### src/pkg/sadc_pkg.sv
/*
 Shared constants and types for the successive-approximation converter sequencer.
 Assumes a single peripheral clock and a byte-wide register port.
*/
package sadc_pkg;

    // ----------------------------------------
    // Register map
    // ----------------------------------------
    localparam logic [15:0] RESULT_LO_ADDR = 16'hFF08;
    localparam logic [15:0] RESULT_HI_ADDR = 16'hFF09;
    localparam logic [15:0] MODE_ADDR = 16'hFF30;
    localparam logic [7:0] MODE_RESET = 8'h00;
    localparam logic [15:0] RESULT_RESET = 16'h0000;
    localparam logic [7:0] HIGH_BYTE_RESET = 8'h00;

    // ----------------------------------------
    // Mode register fields
    // ----------------------------------------
    localparam int RUN_BIT = 7;
    localparam int FREQ_MSB = 5;
    localparam int FREQ_LSB = 3;
    localparam int LEN_MSB = 2;
    localparam int LEN_LSB = 1;
    localparam int CMP_BIT = 0;
    localparam int RESULT_PAD = 6;

    // ----------------------------------------
    // Phase lengths in conversion-clock cycles
    // ----------------------------------------
    localparam logic [4:0] CLEAR_CYCLES = 5'h02;
    localparam logic [4:0] SAMPLE_SHORT = 5'h06;
    localparam logic [4:0] SAMPLE_LONG = 5'h18;
    localparam logic [4:0] XFER_CYCLES = 5'h02;
    localparam logic [1:0] LEN_LONG = 2'h1;
    localparam logic [3:0] DIV_W = 4'h4;

    typedef enum logic [2:0] {
        PH_IDLE = 3'b000,
        PH_CLEAR = 3'b001,
        PH_SAMPLE = 3'b010,
        PH_APPROX = 3'b011,
        PH_XFER = 3'b100
    } sadc_phase_t;

    typedef struct packed {
        logic write;
        logic read;
        logic [15:0] addr;
        logic [7:0] wdata;
    } sadc_bus_req_t;

    typedef struct packed {
        logic sample;
        logic comparator_on;
        logic [9:0] trial;
    } sadc_analog_t;

endpackage

### src/sadc_clkdiv.sv
/*
 Conversion clock divider: one-cycle enable every N peripheral clocks.
 Assumes the select code is stable while the converter runs.
*/
`timescale 1ns/1ps
module sadc_clkdiv (
    // Clock and reset
    input wire logic i_clk,
    input wire logic i_nrst,
    // Control
    input wire logic i_run,
    input wire logic [2:0] i_freq_sel,
    // Enable out
    output logic o_tick
);
    typedef struct packed {
        logic [3:0] cnt;
        logic tick;
    } sadc_div_state_t;

    sadc_div_state_t s_q;
    sadc_div_state_t s_d;

    // Divide ratios 12, 8, 6, 4, 3, 2
    function automatic logic [3:0] div_last(input logic [2:0] sel);
        unique case (sel)
            3'h0: div_last = 4'hB;
            3'h1: div_last = 4'h7;
            3'h2: div_last = 4'h5;
            3'h3: div_last = 4'h3;
            3'h4: div_last = 4'h2;
            default: div_last = 4'h1;
        endcase
    endfunction

    always_comb begin
        s_d = s_q;
        s_d.tick = 1'b0;
        if (!i_run) begin
            s_d.cnt = 4'h0;
        end else if (s_q.cnt >= div_last(i_freq_sel)) begin
            s_d.cnt = 4'h0;
            s_d.tick = 1'b1;
        end else begin
            s_d.cnt = s_q.cnt + 4'h1;
        end
    end

    always_ff @(posedge i_clk or negedge i_nrst) begin
        if (!i_nrst) begin
            s_q <= '0;
        end else begin
            s_q <= s_d;
        end
    end

    assign o_tick = s_q.tick;
endmodule

### src/sadc_sequencer.sv
/*
 Sequencer for a 10-bit successive-approximation converter: mode register,
 four-phase conversion sequence and result registers.
 Assumes an external sample-hold, comparator and resistor string, and a CPU
 byte port that honours the wait output.
*/
`timescale 1ns/1ps
module sadc_sequencer #(
    parameter int RES_BITS = 10
) (
    // Clock and reset
    input wire logic i_clk,
    input wire logic i_nrst,
    // CPU register port
    input wire logic i_bus_write,
    input wire logic i_bus_read,
    input wire logic [15:0] i_bus_addr,
    input wire logic [7:0] i_bus_wdata,
    output logic [7:0] o_bus_rdata,
    output logic o_bus_wait,
    output logic [15:0] o_conversion_result_word,
    output logic [7:0] o_conversion_result_high_byte,
    // Analog side
    input wire logic i_comparator_high,
    output logic o_sample,
    output logic o_comparator_power,
    output logic [RES_BITS-1:0] o_trial_code,
    // Events
    output logic o_conversion_done_irq
);
    if (RES_BITS != 10) begin
        $error("sadc_sequencer supports 10-bit resolution only");
    end

    // ----------------------------------------
    // State
    // ----------------------------------------
    typedef struct packed {
        logic [7:0] mode;
        sadc_pkg::sadc_phase_t phase;
        logic [4:0] cnt;
        logic [3:0] bit_idx;
        logic [9:0] approx;
        logic [15:0] result;
        logic [7:0] high_byte;
        logic irq;
        logic wait_s;
        logic [7:0] rdata;
        logic sample;
        logic cmp_on;
        logic [9:0] trial;
    } sadc_state_t;

    sadc_state_t s_q;
    sadc_state_t s_d;
    logic tick;
    logic run;
    logic bus_wr;
    logic [9:0] trial_code;

    assign run = s_q.mode[sadc_pkg::RUN_BIT];

    sadc_clkdiv u_div (
        .i_clk(i_clk),
        .i_nrst(i_nrst),
        .i_run(run),
        .i_freq_sel(s_q.mode[sadc_pkg::FREQ_MSB:sadc_pkg::FREQ_LSB]),
        .o_tick(tick)
    );

    // Sampling length from the length field
    function automatic logic [4:0] sample_len(input logic [1:0] len);
        sample_len = (len == sadc_pkg::LEN_LONG) ? sadc_pkg::SAMPLE_LONG : sadc_pkg::SAMPLE_SHORT;
    endfunction

    // Register read mux
    function automatic logic [7:0] read_mux(input logic [15:0] addr, input sadc_state_t s);
        unique case (addr)
            sadc_pkg::RESULT_LO_ADDR: read_mux = s.result[7:0];
            sadc_pkg::RESULT_HI_ADDR: read_mux = s.result[15:8];
            sadc_pkg::MODE_ADDR: read_mux = s.mode;
            default: read_mux = 8'h00;
        endcase
    endfunction

    // ----------------------------------------
    // Next state
    // ----------------------------------------
    always_comb begin
        s_d = s_q;
        bus_wr = i_bus_write && (i_bus_addr == sadc_pkg::MODE_ADDR) && !s_q.wait_s;
        trial_code = s_q.approx | (10'h200 >> s_q.bit_idx);
        s_d.irq = 1'b0;
        s_d.rdata = i_bus_read ? read_mux(i_bus_addr, s_q) : s_q.rdata;
        s_d.wait_s = bus_wr;
        if (bus_wr) begin
            s_d.mode = i_bus_wdata;
        end
        s_d.cmp_on = s_d.mode[sadc_pkg::CMP_BIT];
        if (!run) begin
            s_d.phase = sadc_pkg::PH_IDLE;
            s_d.cnt = 5'h00;
        end else if (tick) begin
            unique case (s_q.phase)
                sadc_pkg::PH_IDLE: begin
                    s_d.phase = sadc_pkg::PH_CLEAR;
                    s_d.cnt = 5'h00;
                end
                sadc_pkg::PH_CLEAR: begin
                    s_d.approx = 10'h000;
                    s_d.bit_idx = 4'h0;
                    s_d.cnt = s_q.cnt + 5'h01;
                    if (s_q.cnt == sadc_pkg::CLEAR_CYCLES - 5'h01) begin
                        s_d.phase = sadc_pkg::PH_SAMPLE;
                        s_d.cnt = 5'h00;
                    end
                end
                sadc_pkg::PH_SAMPLE: begin
                    s_d.cnt = s_q.cnt + 5'h01;
                    if (s_q.cnt == sample_len(s_q.mode[sadc_pkg::LEN_MSB:sadc_pkg::LEN_LSB]) - 5'h01) begin
                        s_d.phase = sadc_pkg::PH_APPROX;
                        s_d.cnt = 5'h00;
                    end
                end
                sadc_pkg::PH_APPROX: begin
                    // One comparison per conversion clock, spare clocks at the end
                    s_d.cnt = s_q.cnt + 5'h01;
                    if (s_q.bit_idx < 4'hA) begin
                        if (i_comparator_high) begin
                            s_d.approx = trial_code;
                        end
                        s_d.bit_idx = s_q.bit_idx + 4'h1;
                    end
                    if (s_q.cnt == 5'h0B) begin
                        s_d.phase = sadc_pkg::PH_XFER;
                        s_d.cnt = 5'h00;
                    end
                end
                sadc_pkg::PH_XFER: begin
                    s_d.cnt = s_q.cnt + 5'h01;
                    if (s_q.cnt == 5'h00) begin
                        s_d.result = {s_q.approx, {sadc_pkg::RESULT_PAD{1'b0}}};
                        s_d.high_byte = s_q.approx[9:2];
                        s_d.irq = 1'b1;
                    end
                    if (s_q.cnt == sadc_pkg::XFER_CYCLES - 5'h01) begin
                        s_d.phase = sadc_pkg::PH_CLEAR;
                        s_d.cnt = 5'h00;
                    end
                end
                default: begin
                    s_d.phase = sadc_pkg::PH_IDLE;
                end
            endcase
        end
        s_d.sample = run && (s_d.phase == sadc_pkg::PH_SAMPLE);
        s_d.trial = (s_d.phase == sadc_pkg::PH_APPROX && s_d.bit_idx < 4'hA) ?
            (s_d.approx | (10'h200 >> s_d.bit_idx)) : s_d.approx;
    end

    always_ff @(posedge i_clk or negedge i_nrst) begin
        if (!i_nrst) begin
            s_q <= '0;
            s_q.mode <= sadc_pkg::MODE_RESET;
            s_q.result <= sadc_pkg::RESULT_RESET;
            s_q.high_byte <= sadc_pkg::HIGH_BYTE_RESET;
            s_q.phase <= sadc_pkg::PH_IDLE;
        end else begin
            s_q <= s_d;
        end
    end

    // ----------------------------------------
    // Outputs
    // ----------------------------------------
    assign o_bus_rdata = s_q.rdata;
    assign o_bus_wait = s_q.wait_s;
    assign o_conversion_result_word = s_q.result;
    assign o_conversion_result_high_byte = s_q.high_byte;
    assign o_sample = s_q.sample;
    assign o_comparator_power = s_q.cmp_on;
    assign o_trial_code = s_q.trial;
    assign o_conversion_done_irq = s_q.irq;
endmodule

### config.mk
export PLATFORM = sky130hd
export DESIGN_NAME = sadc_sequencer
export DESIGN_NICKNAME = d
export VERILOG_FILES = /design/src/pkg/sadc_pkg.sv /design/src/sadc_clkdiv.sv /design/src/sadc_sequencer.sv
export SDC_FILE = /design/constraint.sdc
export NUM_CORES = 1
export LEC_CHECK = 0
export ABC_AREA = 1
export BUFFER_PORTS_ARGS = -buffer_cell sky130_fd_sc_hd__buf_2
export CAP_MARGIN = 20
export CORE_MARGIN = 1
export CORE_UTILIZATION = 35
export CTS_CLUSTER_DIAMETER = 150
export DETAILED_ROUTE_END_ITERATION = 10
export GPL_TIMING_DRIVEN = 1
export PLACE_DENSITY = 0.66
export SKIP_LAST_GASP = 1
export SLEW_MARGIN = 30
export SYNTH_ARGS = -nofsm -noshare
export SYNTH_HDL_FRONTEND = slang
export SYNTH_HIERARCHICAL = 1
export SYNTH_SLANG_ARGS = --single-unit
### constraint.sdc
create_clock -name i_clk -period 2.5 [get_ports i_clk]
set_clock_uncertainty 0.2 [all_clocks]
set_input_delay 0.125 -clock i_clk [delete_from_list [all_inputs] [get_ports i_clk]]
set_output_delay 0.125 -clock i_clk [all_outputs]
set_load 0.01 [all_outputs]
Word-level counts from Yosys, hierarchy flattened
Cells that the tools add are included.
{"block": "word_totals", "elab_cells": 78, "register_bits": 74, "input_bits": 29, "output_inout_bits": 46}
{"block": "classes", "n_eq_ne": 19, "shifts": 2, "n_mux": 23, "n_bitwise": 2, "add_sub_neg": 4, "n_reduce_logical": 10, "order_cmp": 3}
{"operator": "$mux W25", "n": 2}
{"operator": "$eq A16 B16 Y1 const B", "n": 3}
{"operator": "$mux W47", "n": 1}
{"operator": "$mux W8", "n": 5}
{"operator": "$mux W39", "n": 1}
{"operator": "$pmux W14 S2", "n": 1}
{"operator": "$pmux W5 S5", "n": 1}
{"operator": "$pmux W8 S3", "n": 1}
{"operator": "$mux W10", "n": 2}
{"operator": "$or A10 B10 Y10", "n": 2}
{"operator": "$pmux W4 S5", "n": 1}
{"operator": "$shr A10 B4 Y10 const A", "n": 2}
{"operator": "$eq A3 B2 Y1 const B", "n": 6}
{"operator": "$pmux W3 S5", "n": 1}
{"operator": "$mux W14", "n": 1}
{"operator": "$mux W4", "n": 3}
{"operator": "$add A4 B1 Y4 const B", "n": 2}
{"operator": "$lt A4 B4 Y1 const B", "n": 2}
{"operator": "$eq A3 B1 Y1 const B", "n": 2}
{"operator": "$eq A3 B3 Y1 const B", "n": 2}
{"operator": "$logic_not A3 Y1", "n": 2}
{"operator": "$ne A6 B1 Y1 const B", "n": 1}
{"operator": "$add A5 B1 Y5 const B", "n": 1}
{"operator": "$eq A5 B1 Y1 const B", "n": 1}
{"operator": "13 further kinds", "n": 17}

Depth between registers and ports, before layout
{"block": "depth", "word_depth": 11, "mapped_depth": 12, "mapped_depth_nobuf": 12}

Hierarchy
Netlist, hierarchy kept.
{"module": "sadc_sequencer", "n_inst": 1, "area_each_um2": 3415.8, "seq_area_each_um2": 1526.5, "cells_per_inst": 438}
{"module": "sadc_clkdiv", "n_inst": 1, "area_each_um2": 337.8, "seq_area_each_um2": 125.1, "cells_per_inst": 42}

Least setup slack after synthesis
OpenSTA, ideal clock, no wires.
{"block": "synth_timing", "path_type": "flip-flop to flip-flop", "startpoint": "register s_q[57] (netlist name)", "endpoint": "register s_q, in the netlist o_trial_code[5]", "path_stages_with_launch": 11, "setup_slack_ns": 0.563, "path_buffers": 0, "period_less_slack_ns": 1.937, "arrival_ns": 1.671, "required_ns": 2.234, "setup_ns": 0.066, "cell_sequence": "dfrtp_1 -> ha_1 -> ha_1 -> inv_1 -> o21ai_0 -> o21ai_2 -> nor2_2 -> nor2_1 -> nor2_4 -> nand3_1 -> nand2_1"}
{"element": "start, declared", "line": "sadc_sequencer.sv:54", "source": "sadc_state_t s_q;"}

Worst setup path in the final report
{"block": "layout_timing", "startpoint": "input i_bus_addr[3]", "endpoint": "register s_q[74] (netlist name)"}
{"block": "layout_between", "elab_chain_cells": 3}
{"element": "start, declared", "line": "sadc_sequencer.sv:17", "source": "input wire logic [15:0] i_bus_addr,"}
{"element": "$eq A16 B16 Y1", "line": "sadc_sequencer.sv:91", "source": "bus_wr = i_bus_write && (i_bus_addr == sadc_pkg::MODE_ADDR) && !s_q.wait_s;"}
{"element": "$logic_and A1 B1 Y1 (2 in series)", "line": "sadc_sequencer.sv:91"}
Every way passes these cells.
A chain may end at the register's enable or synchronous reset.

==> impl_metrics.tcl <==
set metrics [dict create \
    row_count 37 \
    via_per_inst 4.59 \
    worstPathMaxFanout 2 \
    numCtsBuffers 9 \
    postRouteAntennaNets 0 \
    cts_tree "yes" \
    clk_latency_ns 0.35 \
    finalCritPeriodShare 0.931 \
    ys.flop_type "dfrtp_1" \
    gp_congestion 0.876 \
    endpoint_kind "register" \
    synthCells 480 \
    n_antenna_cell 0 \
    synth_area_per_cell_um2 7.82 \
    cts.sinks 66 \
    clockBufferDepth 2 \
    critPathSlowestCell "dlygate4sd3_1" \
    fillers 1055 \
    overflow 0 \
    holdCritPathClass "input port to asynchronous set/reset pin" \
    setup_viol_count_final 0 \
    critPathKind "input port to register" \
    grt_first_pass_wirelength_mm 14.0 \
    slew_violations 0 \
    final_nets 576 \
    cp.arrival_ns 2.36 \
    max_freq_ghz 0.429 \
    grt_pass1_vias 3070 \
    hpwl_mm 5.95 \
    area_delta_synth_final_pct 15.0 \
    cp_data_required_time_ns 2.53 \
    p_leak_nw 2.36 \
    slew_headroom 0.546 \
    clk_pin_slew_ns 0.07 \
    vdd_drop_max_uv 420 \
    synth_area_leader_cell "dfrtp_1" \
    critPathMaxStageDelay_ns 0.58 \
    wl_per_cell_um 11.9 \
    dieArea_um2 11100 \
    cts_resized 0 \
    port_buffers 68 \
    dr.first_iter.drc_count 194 \
    p_total_mw 2.95 \
    antenna_found_initial 0 \
    layout-drive-gt1-share 0.186 \
    tightestPinTransition_ns 0.674 \
    grt_max_degree 44 \
    synth_edf_count 0 \
    hold_violations 0 \
    pre_cts_slack_ns 0.371 \
    path_buf_inv 4 \
    fp.dieH_um 106 \
    die_width_um 106 \
    synthesis.area_um2 3750 \
    h-tree-depth 3 \
    critPathLaunchType "input port" \
    ys_seq_area_frac 0.440 \
    ios 75 \
    synth_cell_types 32 \
    power_per_cell_area_nw_per_um2 684 \
    num_vias 3096 \
    async_flop_share 1.00 \
    synth_top_area_share 0.440 \
    grt_use_total 0.157 \
    max-cap-violations 0 \
    rsz0062_at_grt "no" \
    fin_setup_tns_ns 0 \
    timing.final.ws_setup_ns 0.171 \
    min_period_ns 2.33 \
    final_core_util 0.416 \
    cp_top_family "buffers and inverters" \
    yosys_warnings 6 \
    drc 0 \
    cp_common_cell "dlygate4sd3_1" \
    wl_mm 8.00 \
    synthTopCellsByArea "dfrtp_1, nand2_1, buf_4" \
    outcome "completed" \
    drtPass1Iterations 4 \
    core_um2 10400 \
    start_util 0.362 \
    ys_seq_elements 66 \
    root_buffer "clkbuf_8" \
    path_cells "dlygate4sd3_1 > buf_2 > nor4_1 > dlygate4sd3_1 > nand4_1 > nand2_1 > nand2_1 > dlygate4sd3_1" \
]
==> timing repair <==
item / CTS / global route
endpoints found under the setup margin: 0 / 1
endpoints found under the hold margin: 43 / 0
hold buffers: 15 / 0
buffers inserted: 0 / 1
==> cell type report <==
cell class / instances / area (um2) / area share
inverter: 79 / 297 / 0.0687
tap: 136 / 170 / 0.0394
sequential: 66 / 1650 / 0.383
timing repair buffer: 85 / 518 / 0.120
multi-input combinational: 292 / 1480 / 0.343
clock inverter: 2 / 35.0 / 0.00812
clock buffer: 14 / 163 / 0.0377
==> registers in the layout, indices dropped and copies added, names as in the netlist <==
signal and count:
u_div/s_q 4, u_div/o_tick 1, s_q 29, o_sample 1, run 1, o_conversion_result_word 2, o_conversion_done_irq 1, o_conversion_result_high_byte 8
o_trial_code 10, o_bus_wait 1, o_bus_rdata 8
==> worst paths after layout <==
kind                                             from                                            to  slack [ns]  depth (start not counted)
max                                     i_bus_addr[3]                           s_q[74]$_DFFE_PN0P_        0.17                          8
min                                            i_nrst                     o_trial_code[8]$_DFF_PN0_        0.10                          2
max reg2reg                         s_q[58]$_DFF_PN0_                     o_trial_code[5]$_DFF_PN0_        0.34                         10
min reg2reg                o_bus_rdata[5]$_DFFE_PN0P_                    o_bus_rdata[5]$_DFFE_PN0P_        0.28                          2
max in group asynchronous                      i_nrst  o_conversion_result_high_byte[0]$_DFFE_PN0P_        1.37                          3
min in group i_clk                      i_bus_addr[4]                    o_bus_rdata[6]$_DFFE_PN0P_        0.11                          7
==> metrics by stage <==
| stage | area, um2 | instances | hold WS, ns |
|---|---|---|---|
| after floorplan | 3770 | 485 | -0.371 |
| after global placement | 3960 | 642 | -0.0516 |
| after detailed placement | 3960 | 642 | -0.0386 |
| after CTS | 4310 | 673 | 0.0321 |
| after global routing | 4320 | 674 | 0.142 |
| final | 4320 | 674 | 0.104 |
==> worst register-to-register path, cell delays in order (launching register included) <==
cell     delay (ns)
dfrtp_1        0.54
inv_1          0.15
ha_1           0.30
inv_1          0.03
o21ai_0        0.21
o21ai_2        0.12
nor2_2         0.11
nor2_1         0.06
nor2_4         0.20
nand3_1        0.11
nand2_1        0.08
==> cell usage in the layout (no fill, tap or decap), types with 2 or more instances in the layout <==
cell           netlist  routed
conb_1               1       6
a22oi_1              2       2
clkbuf_1             3       3
nand4_1             10      10
inv_2                4       4
ha_1                14      14
inv_1               75      75
nor2_1              38      38
nand2_1            111     111
o21ai_0             25      25
nor3_1               4       4
nor2_2               2       2
clkbuf_8             0      11
a21oi_1             10      10
buf_2                3      68
nand2_2              4       4
xor2_1               3       3
nand3_2              2       2
dfrtp_1             66      66
nand3_1             37      37
dlygate4sd3_1        0      15
o22ai_1             12      12
nor2_4               2       2
==> logic make-up (layout without fill, tap and decap cells) <==
| logic type | count (synthesis) | after routing | share of synthesized area |
|---|---|---|---|
| compound gates | 54 | 54 | 0.0817 |
| xor+xnor | 4 | 4 | 0.00934 |
| fa+ha+maj | 14 | 14 | 0.0467 |
| buf+inv | 127 | 180 | 0.170 |
| flops | 66 | 66 | 0.440 |
| other cells | 1 | 6 | 0.000999 |
| simple gates | 214 | 214 | 0.251 |
==> layer usage <==
| metal | global-route usage | share of wire | up-vias |
|---|---|---|---|
| met5 | 0 | 0 | - |
| met4 | 0.0565 | 0.011 | 0 |
| met3 | 0.0390 | 0.055 | 7 |
| met2 | 0.239 | 0.43 | 82 |
| met1 | 0.217 | 0.50 | 1435 |
| li1 | - | - | 1572 |
==> where the power goes <==
| group | total, mW | internal (mW) | leakage (nW) | switching [mW] |
|---|---|---|---|---|
| combinational | 0.767 | 0.263 | 1.40 | 0.504 |
| sequential | 1.28 | 1.18 | 0.867 | 0.104 |
| clock | 0.900 | 0.515 | 0.101 | 0.386 |
| total | 2.95 | 1.96 | 2.36 | 0.994 |
==> synth_stat cells, types with 2 or more instances <==
cell type	instances
nand3_2	2
o21ai_0	25
dfrtp_1	66
buf_4	42
ha_1	14
a21oi_1	10
nand3_1	37
inv_2	4
a22oi_1	2
nor2_4	2
nor2_1	38
clkbuf_1	3
nor2_2	2
nand4_1	10
o22ai_1	12
buf_2	3
nand2_2	4
nand2_1	111
inv_1	75
nor3_1	4
xor2_1	3
Note: power is estimated with default switching activity, not from simulation.
